==> config.mk <==
export PLATFORM = sky130hd
export DESIGN_NAME = sitp_target
export DESIGN_NICKNAME = d
export VERILOG_FILES = /design/src/sitp_pkg.sv /design/src/sitp_sync.sv /design/src/sitp_ready_flag.sv /design/src/sitp_target.sv
export VERILOG_INCLUDE_DIRS = /design/src
export SDC_FILE = /design/constraint.sdc
export NUM_CORES = 1
export LEC_CHECK = 0
export BUFFER_PORTS_ARGS = -buffer_cell sky130_fd_sc_hd__buf_2
export CORE_ASPECT_RATIO = 0.5
export CORE_MARGIN = 2
export CORE_UTILIZATION = 40
export DETAILED_ROUTE_END_ITERATION = 10
export GPL_TIMING_DRIVEN = 0
export PLACE_DENSITY = 0.61
export RECOVER_POWER = 50
export SLEW_MARGIN = 5
export SYNTH_ARGS = -nofsm -noshare
export SYNTH_HDL_FRONTEND = slang
export SYNTH_SLANG_ARGS = --single-unit
==> constraint.sdc <==
create_clock -name clk_i -period 3 [get_ports clk_i]
set_input_delay 0.15 -clock clk_i [delete_from_list [all_inputs] [get_ports clk_i]]
set_output_delay 0.15 -clock clk_i [all_outputs]
set_load 0.02 [all_outputs]
==> src/sitp_params.svh <==
`ifndef SITP_PARAMS_SVH
`define SITP_PARAMS_SVH
`define SITP_TARGET_ADDR 7'h57
`define SITP_RW_WRITE 1'b0
`define SITP_RW_READ 1'b1
`define SITP_BYTE_BITS 4'h8
`define SITP_ADDR_BITS 4'h7
`define SITP_REG_AW 8
`define SITP_PTR_RESET 8'h00
`define SITP_FIFO_DATA_REG 8'h07
`define SITP_INT_STATUS_REG 8'h00
`define SITP_MAX_SCL_HZ 400000
`define SITP_CLK_HZ 25000000
`define SITP_MIN_CLKS_PER_SCL_HALF ((`SITP_CLK_HZ / `SITP_MAX_SCL_HZ) / 2)
`endif

==> src/sitp_pkg.sv <==
package sitp_pkg;
  typedef enum logic [2:0] {
    SITP_IDLE = 3'b000,
    SITP_ADDR = 3'b001,
    SITP_ADDR_ACK = 3'b010,
    SITP_WR_BYTE = 3'b011,
    SITP_WR_ACK = 3'b100,
    SITP_RD_BYTE = 3'b101,
    SITP_RD_ACK = 3'b110,
    SITP_IGNORE = 3'b111
  } sitp_state_t;
endpackage

==> src/sitp_sync.sv <==
`timescale 1ns/10ps
module sitp_sync (
  // Clock and reset
  input wire logic clk_i,
  input wire logic nrst_i,
  // Asynchronous input and synchronised output
  input wire logic d_i,
  output logic q_o
);
  logic meta;
  logic next_meta;
  logic next_q;

  always_comb begin
    next_meta = d_i;
    next_q = meta;
  end

  always_ff @(posedge clk_i or negedge nrst_i) begin
    if (!nrst_i) begin
      meta <= 1'b1;
      q_o <= 1'b1;
    end else begin
      meta <= next_meta;
      q_o <= next_q;
    end
  end
endmodule // sitp_sync

==> src/sitp_ready_flag.sv <==
`timescale 1ns/10ps
module sitp_ready_flag (
  // Clock and reset
  input wire logic clk_i,
  input wire logic nrst_i,
  // Clear on read of the status register
  input wire logic clear_i,
  // Ready flag
  output logic ready_o
);
  logic next_ready;

  always_comb begin
    next_ready = ready_o;
    if (clear_i) begin
      next_ready = 1'b0;
    end
  end

  always_ff @(posedge clk_i or negedge nrst_i) begin
    if (!nrst_i) begin
      ready_o <= 1'b1;
    end else begin
      ready_o <= next_ready;
    end
  end

  a_ready_clears: assert property (@(posedge clk_i) disable iff (!nrst_i)
    clear_i |=> !ready_o) else $error("ready flag not cleared by status read");
  a_ready_stays: assert property (@(posedge clk_i) disable iff (!nrst_i)
    !ready_o |=> !ready_o) else $error("ready flag came back");
endmodule // sitp_ready_flag

==> src/sitp_target.sv <==
`timescale 1ns/10ps
`include "sitp_params.svh"
// Functional notes
// - After power-up the ready interrupt asserts; reading interrupt status clears it.
// - Port works with bus clocks up to 400 kHz; the bench master runs its clock above that, at 3.125 MHz.
// - Each byte is eight bits plus a ninth acknowledge clock.
// - One bit per clock; data changes while clock high are conditions.
// - Data falling with clock high is START; rising is STOP.
// - Both lines rest high when idle; nobody holds them low.
// - Repeated START keeps the bus and begins a new addressed transfer.
// - STOP honoured anywhere, except in the same clock-high pulse as START.
// - Address compared bit by bit; first mismatch ignores bus until START.
// - Target address is 1010111, sent most significant bit first.
// - Last address bit: 0 means write, 1 means read.
// - On address match, hold data low for the acknowledge clock.
// - In write, hold data low for whole ninth pulse per received byte.
// - In read, shift data out open-drain in step with master clock.
// - Write is address, register address, data; pointer advances per data byte except at the FIFO data register.
// - Read pointer advances per byte except at the FIFO data register.
module sitp_target (
  // Clock and reset
  input wire logic clk_i,
  input wire logic nrst_i,
  // Serial bus pins
  input wire logic scl_i,
  input wire logic sda_i,
  output logic sda_o,
  output logic sda_oe_n_o,
  // Register file side
  output logic [`SITP_REG_AW-1:0] reg_addr_o,
  output logic [7:0] wr_data_o,
  output logic wr_stb_o,
  output logic rd_stb_o,
  input wire logic [7:0] rd_data_i,
  // Ready interrupt, open-drain, active low
  output logic int_n_o,
  output logic int_n_oe_n_o
);
  logic scl_s;
  logic sda_s;
  logic scl_d;
  logic sda_d;
  logic ready;
  logic rd_clear;

  sitp_sync u_sync_scl (
    .clk_i(clk_i),
    .nrst_i(nrst_i),
    .d_i(scl_i),
    .q_o(scl_s)
  );

  sitp_sync u_sync_sda (
    .clk_i(clk_i),
    .nrst_i(nrst_i),
    .d_i(sda_i),
    .q_o(sda_s)
  );

  sitp_ready_flag u_ready (
    .clk_i(clk_i),
    .nrst_i(nrst_i),
    .clear_i(rd_clear),
    .ready_o(ready)
  );

  // Bus state
  sitp_pkg::sitp_state_t state;
  sitp_pkg::sitp_state_t next_state;
  logic [3:0] bit_cnt;
  logic [3:0] next_bit_cnt;
  logic [7:0] shreg;
  logic [7:0] next_shreg;
  logic rw;
  logic next_rw;
  logic have_ptr;
  logic next_have_ptr;
  logic start_pulse;
  logic next_start_pulse;
  logic master_ack;
  logic next_master_ack;
  logic next_sda_oe_n;
  logic [`SITP_REG_AW-1:0] next_reg_addr;
  logic [7:0] next_wr_data;
  logic next_wr_stb;
  logic next_rd_stb;
  logic next_rd_clear;
  logic next_int_n_oe_n;

  // Fixed target address, compared one bit per bus clock, MSB first
  localparam logic [6:0] TARGET_ADDR = `SITP_TARGET_ADDR;

  if (`SITP_MIN_CLKS_PER_SCL_HALF < 4) begin : g_clk_check
    $error("system clock too slow for the fastest bus clock");
  end

  wire scl_rise = scl_s && !scl_d;
  wire scl_fall = !scl_s && scl_d;
  wire start_cond = scl_s && scl_d && sda_d && !sda_s;
  wire stop_cond = scl_s && scl_d && !sda_d && sda_s;

  function automatic logic [`SITP_REG_AW-1:0] ptr_step(input logic [`SITP_REG_AW-1:0] p);
    if (p == `SITP_FIFO_DATA_REG) begin
      ptr_step = p;
    end else begin
      ptr_step = p + 8'h01;
    end
  endfunction

  always_comb begin
    next_state = state;
    next_bit_cnt = bit_cnt;
    next_shreg = shreg;
    next_rw = rw;
    next_have_ptr = have_ptr;
    next_master_ack = master_ack;
    next_sda_oe_n = sda_oe_n_o;
    next_reg_addr = reg_addr_o;
    next_wr_data = wr_data_o;
    next_wr_stb = 1'b0;
    next_rd_stb = 1'b0;
    next_rd_clear = 1'b0;
    next_start_pulse = start_pulse;
    next_int_n_oe_n = !ready;
    if (!scl_s) begin
      next_start_pulse = 1'b0;
    end
    if (start_cond) begin
      // Repeated START restarts addressing without giving up the bus
      next_state = sitp_pkg::SITP_ADDR;
      next_bit_cnt = 4'h0;
      next_sda_oe_n = 1'b1;
      next_start_pulse = 1'b1;
    end else if (stop_cond && !start_pulse) begin
      next_state = sitp_pkg::SITP_IDLE;
      next_sda_oe_n = 1'b1;
    end else if (scl_rise) begin
      // Data sampled on clock rise, so it is stable while high
      unique case (state)
        sitp_pkg::SITP_ADDR: begin
          next_shreg = {shreg[6:0], sda_s};
          next_bit_cnt = bit_cnt + 4'h1;
          if (bit_cnt < `SITP_ADDR_BITS && sda_s != TARGET_ADDR[3'(4'h6 - bit_cnt)]) begin
            next_state = sitp_pkg::SITP_IGNORE;
          end
          if (bit_cnt == `SITP_ADDR_BITS) begin
            next_rw = sda_s;
          end
        end
        sitp_pkg::SITP_WR_BYTE: begin
          next_shreg = {shreg[6:0], sda_s};
          next_bit_cnt = bit_cnt + 4'h1;
        end
        sitp_pkg::SITP_RD_ACK: begin
          next_master_ack = !sda_s;
        end
        default: begin
        end
      endcase
    end else if (scl_fall) begin
      unique case (state)
        sitp_pkg::SITP_ADDR: begin
          if (bit_cnt == `SITP_BYTE_BITS) begin
            next_state = sitp_pkg::SITP_ADDR_ACK;
            next_sda_oe_n = 1'b0;
            next_have_ptr = 1'b0;
          end
        end
        sitp_pkg::SITP_ADDR_ACK: begin
          next_bit_cnt = 4'h0;
          if (rw == `SITP_RW_READ) begin
            next_state = sitp_pkg::SITP_RD_BYTE;
            next_shreg = {rd_data_i[6:0], 1'b0};
            next_sda_oe_n = rd_data_i[7];
            next_rd_stb = 1'b1;
            next_rd_clear = (reg_addr_o == `SITP_INT_STATUS_REG);
          end else begin
            next_state = sitp_pkg::SITP_WR_BYTE;
            next_sda_oe_n = 1'b1;
          end
        end
        sitp_pkg::SITP_WR_BYTE: begin
          if (bit_cnt == `SITP_BYTE_BITS) begin
            next_state = sitp_pkg::SITP_WR_ACK;
            next_sda_oe_n = 1'b0;
            if (!have_ptr) begin
              next_reg_addr = shreg;
              next_have_ptr = 1'b1;
            end else begin
              next_wr_data = shreg;
              next_wr_stb = 1'b1;
            end
          end
        end
        sitp_pkg::SITP_WR_ACK: begin
          next_state = sitp_pkg::SITP_WR_BYTE;
          next_sda_oe_n = 1'b1;
          next_bit_cnt = 4'h0;
          if (wr_stb_o || have_ptr && bit_cnt == `SITP_BYTE_BITS && shreg != reg_addr_o) begin
            next_reg_addr = reg_addr_o;
          end
        end
        sitp_pkg::SITP_RD_BYTE: begin
          next_bit_cnt = bit_cnt + 4'h1;
          if (bit_cnt == 4'h7) begin
            next_state = sitp_pkg::SITP_RD_ACK;
            next_sda_oe_n = 1'b1;
            next_reg_addr = ptr_step(reg_addr_o);
          end else begin
            next_sda_oe_n = shreg[7];
            next_shreg = {shreg[6:0], 1'b0};
          end
        end
        sitp_pkg::SITP_RD_ACK: begin
          next_bit_cnt = 4'h0;
          if (master_ack) begin
            next_state = sitp_pkg::SITP_RD_BYTE;
            next_shreg = {rd_data_i[6:0], 1'b0};
            next_sda_oe_n = rd_data_i[7];
            next_rd_stb = 1'b1;
            next_rd_clear = (reg_addr_o == `SITP_INT_STATUS_REG);
          end else begin
            next_state = sitp_pkg::SITP_IGNORE;
          end
        end
        default: begin
        end
      endcase
    end
    if (wr_stb_o) begin
      next_reg_addr = ptr_step(reg_addr_o);
    end
  end

  always_ff @(posedge clk_i or negedge nrst_i) begin
    if (!nrst_i) begin
      scl_d <= 1'b1;
      sda_d <= 1'b1;
      state <= sitp_pkg::SITP_IDLE;
      bit_cnt <= 4'h0;
      shreg <= 8'h00;
      rw <= 1'b0;
      have_ptr <= 1'b0;
      start_pulse <= 1'b0;
      master_ack <= 1'b0;
      sda_oe_n_o <= 1'b1;
      reg_addr_o <= `SITP_PTR_RESET;
      wr_data_o <= 8'h00;
      wr_stb_o <= 1'b0;
      rd_stb_o <= 1'b0;
      rd_clear <= 1'b0;
      int_n_oe_n_o <= 1'b1;
    end else begin
      scl_d <= scl_s;
      sda_d <= sda_s;
      state <= next_state;
      bit_cnt <= next_bit_cnt;
      shreg <= next_shreg;
      rw <= next_rw;
      have_ptr <= next_have_ptr;
      start_pulse <= next_start_pulse;
      master_ack <= next_master_ack;
      sda_oe_n_o <= next_sda_oe_n;
      reg_addr_o <= next_reg_addr;
      wr_data_o <= next_wr_data;
      wr_stb_o <= next_wr_stb;
      rd_stb_o <= next_rd_stb;
      rd_clear <= next_rd_clear;
      int_n_oe_n_o <= next_int_n_oe_n;
    end
  end

  // Open-drain pins only ever pull low; clock is never driven
  always_ff @(posedge clk_i or negedge nrst_i) begin
    if (!nrst_i) begin
      sda_o <= 1'b0;
      int_n_o <= 1'b0;
    end else begin
      sda_o <= 1'b0;
      int_n_o <= 1'b0;
    end
  end

  a_ignore_holds: assert property (@(posedge clk_i) disable iff (!nrst_i)
    (state == sitp_pkg::SITP_IGNORE && !start_cond && !stop_cond)
    |=> (state == sitp_pkg::SITP_IGNORE && sda_oe_n_o)) else $error("target answered after mismatch");
  a_addr_ack_low: assert property (@(posedge clk_i) disable iff (!nrst_i)
    (state == sitp_pkg::SITP_ADDR_ACK) |-> !sda_oe_n_o) else $error("address ack not driven");
  a_wr_ack_low: assert property (@(posedge clk_i) disable iff (!nrst_i)
    (state == sitp_pkg::SITP_WR_ACK) |-> !sda_oe_n_o) else $error("write ack not driven");
  a_idle_released: assert property (@(posedge clk_i) disable iff (!nrst_i)
    (state == sitp_pkg::SITP_IDLE) |-> sda_oe_n_o) else $error("data held low while idle");
  a_start_to_addr: assert property (@(posedge clk_i) disable iff (!nrst_i)
    start_cond |=> state == sitp_pkg::SITP_ADDR && bit_cnt == 4'h0) else $error("START not decoded");
  a_stop_to_idle: assert property (@(posedge clk_i) disable iff (!nrst_i)
    (stop_cond && !start_pulse) |=> state == sitp_pkg::SITP_IDLE) else $error("STOP not honoured");
  a_fifo_ptr_hold: assert property (@(posedge clk_i) disable iff (!nrst_i)
    (state == sitp_pkg::SITP_RD_BYTE && scl_fall && bit_cnt == 4'h7 && reg_addr_o == `SITP_FIFO_DATA_REG
     && !start_cond && !stop_cond) |=> $stable(reg_addr_o)) else $error("pointer moved at FIFO data");
  a_wr_ptr_step: assert property (@(posedge clk_i) disable iff (!nrst_i)
    (wr_stb_o && reg_addr_o != `SITP_FIFO_DATA_REG) |=> reg_addr_o == $past(reg_addr_o) + 8'h01)
    else $error("pointer not advanced after write");
  a_rd_release_ack: assert property (@(posedge clk_i) disable iff (!nrst_i)
    (state == sitp_pkg::SITP_RD_ACK) |-> sda_oe_n_o) else $error("data driven in master ack slot");
endmodule // sitp_target

==> run summary <==
Cell Area, Synth = 0.00257 mm2
Crit path launch = u_sync_scl.q_o
Nets = 308
Number of buffers created by CTS = 5
Post-Syn Instances = 248
Grt ovf = 0
Fin cells = 378
Area grow syn2layout = 17.2%
Clock sinks = 47
Simple-gate share of the synthesized area = 20.1%
# IOs = 34
Pin count of the biggest net entering global routing = 48
Starting Density = 41.9%
Most used DFF post-synth = dfrtp_1
DR vias = 2037
Placed insts = 368
Final Hold Viols = 0
Post-route DRC = 0
Startpoint Class = flip-flop
RSZ-0062 raised after global routing = no
GPL Wtd Cong = 0.890
Critical Path RT = 3.17 ns
Pins Over Slew Limit = 48
Core Region = 0.00613 mm2
Post-CTS setup buffer count = 0
Largest family of logic cells by synthesized area = simple AND/OR/NAND/NOR gates
Seq/Total Area, Yosys = 46.3%
Relative slew slack = -66.6%
Max VDD drop = 0.359 mV
Pleak = 0.00142 uW
Status = finished, violations left
Drt wl/cell = 14.8 um
Fill cells = 560
Share of cells above drive strength 1 = 27.2%
Die Span X = 117 um
Violated checks = max-capacitance violations, max-slew violations
Critical R2R Launch = u_sync_scl.q_o
Number of max-cap violations = 1
Root buffer cell = clkbuf_16
Final Core Density = 49.0%
Slew @ Worst Pin = 2.50 ns
Initial antenna violation count = 0
P per Cell Area = 890 mW/mm2
Routed Antenna Nets = 0
# rows = 20
Synth Area in XOR/XNOR = 0.341%
Vias in the first global route = 1999
H-tree Lvls = 2
Finish-stage setup viols = 0
Min-delay worst type = input port to flip-flop
Multi-input logic area = 0.00127 mm2
Synthesized flop and latch total = 47
Drt pass-1 iters = 4
Post-synthesis adder-cell area fraction = 3.41%
Register area = 0.00119 mm2
Reg clk slew, reported paths = 0.07 ns
Number of synthesized flops with an enable pin = 0
Final Cycle Share = 75.0%
Most frequent cells in the layout = dfrtp_1, buf_2, nor2_1
Total GRT Usage = 17.9%
Synth cell types = 60
Critical Path AT = 2.42 ns
Compound-cell area share of the yosys netlist = 17.8%
Ys Warns = 0
Mux contribution to synthesized area = 7.51%
Ant. Diodes = 0
Hold Crit Start = rd_data_i[4]
Clock latency on the worst-skew pair = 0.29 ns
Fmax = 444 MHz
CP max stage delay = 0.60 ns
WS Path Type = flip-flop to flip-flop
Full die area = 0.00711 mm2
Max FO, Critical Path = 10
Initial DRC Count = 89
First-pass GRT wire length = 9690 um
Mapped Avg Cell Area = 10.3 um2
DP HPWL = 3990 um
CTS tree = built
Crit path time final = 2.25 ns
WL final = 5610 um
Drt via density = 5.39
Sum Neg Setup Slack = 0 ns
IO buf count = 31
Critical-path top delay cell = dfstp_1
Commonest non-fill, non-tap cell in the layout = dfrtp_1
Ys async rst share = 100%
CP Cell Sequence = ha_1 > clkbuf_1 > nor3_1 > nor3_4 > nand2_1 > o311a_1
Crit end category = flip-flop
Clock buffer depth = 2
Clock Skews = 0.00942 ns
Die height = 60.6 um
[timing repair]
item / CTS / global route
endpoints found under the hold margin: 2 / 0
hold buffers: 2 / 0
gates resized for setup: 0 / 0
[cell families (layout without fill, tap and decap cells)]
logic type                 count (synthesis)  after routing
buffers and inverters                     21             62
adders and majority gates                  7              7
and+or+nand+nor                           91             91
other                                      1              2
xor gates and xnor gates                   1              1
DFF                                       47             47
muxes                                     18             18
AOI/OAI and AO/OA                         62             62
[worst paths after layout]
| path | to | slack, ns | cells after the start |
|---|---|---|---|
| min reg2reg | u_ready.ready_o | 0.36 | 1 |
| min | shreg[5] | 0.15 | 3 |
| min in group asynchronous | wr_data_o[4] | 0.62 | 1 |
| max reg2reg | state[2] | 0.75 | 6 |
| max in group asynchronous | bit_cnt[3] | 0.95 | 1 |
| max | state[2] | 0.75 | 6 |
[report_power, final]
group,internal [uW],switching (uW),leakage [uW],total (uW)
registers,806,198,0.000579,1000
logic,474,626,0.000772,1100
clock network,333,239,0.0000731,572
total,1610,1060,0.00142,2680
[cell usage after synthesis (all sizes together) (3+ instances only)]
cell type | number | area [um2]
a21o | 4 | 30.0
or3 | 3 | 18.8
o31ai | 3 | 22.5
nand2 | 12 | 45.0
buf | 7 | 48.8
ha | 7 | 87.6
mux2 | 10 | 113
and3b | 3 | 26.3
dfrtp | 38 | 951
nor2 | 28 | 110
nand3 | 6 | 35.0
inv | 12 | 45.0
mux2i | 8 | 80.1
nor2b | 6 | 37.5
and3 | 4 | 25.0
nand4 | 3 | 18.8
dfstp | 9 | 236
o21ai | 12 | 71.3
nor4 | 3 | 18.8
or2 | 3 | 18.8
nor3 | 10 | 72.6
a21oi | 19 | 95.1
o22a | 4 | 37.5
[per-stage QoR]
step           setup WS [ns]  total power, uW  cell area, um2  hold WS, ns
2_1_floorplan           1.02             1810            2570       -0.146
3_3_place_gp           0.798             2070            2840        0.255
3_5_place_dp           0.811             2100            2840        0.257
4_1_cts                0.790             2690            3010       0.0845
5_1_grt                0.445             2870            3010        0.167
6_report               0.750             2680            3010        0.154
[layout make-up]
class / count / area share [%]
Tap cell: 88 / 3.66
Sequential cell: 47 / 39.5
Timing Repair Buffer: 33 / 5.70
Buffer: 9 / 2.21
Clock buffer: 6 / 4.62
Multi-Input combinational cell: 181 / 42.3
Inverter: 12 / 1.50
Clock inverter: 2 / 0.541
[per-layer routing]
metal,up-vias,track usage (%),wire [um]
met2,52,28.1,2470
li1,985,-,-
met5,-,0,0
met1,992,24.9,2790
met4,0,6.55,74
met3,8,3.70,272
[registers in the layout (all words and copies together), names as in the netlist, 3 cells and up]
register	cells
wr_data_o	8
shreg	8
state	3
reg_addr_o	8
bit_cnt	4
[worst max-delay path: cells and delay by family, from the launching register on]
family	cells	cell delay, ns
flip-flops	1	0.60
adder cells (fa/ha/maj)	1	0.25
buffers and inverters	1	0.39
AO/OA/AOI/OAI	1	0.34
AND/OR/NAND/NOR	3	0.55
No activity file was read; power rests on OpenSTA's default activity.
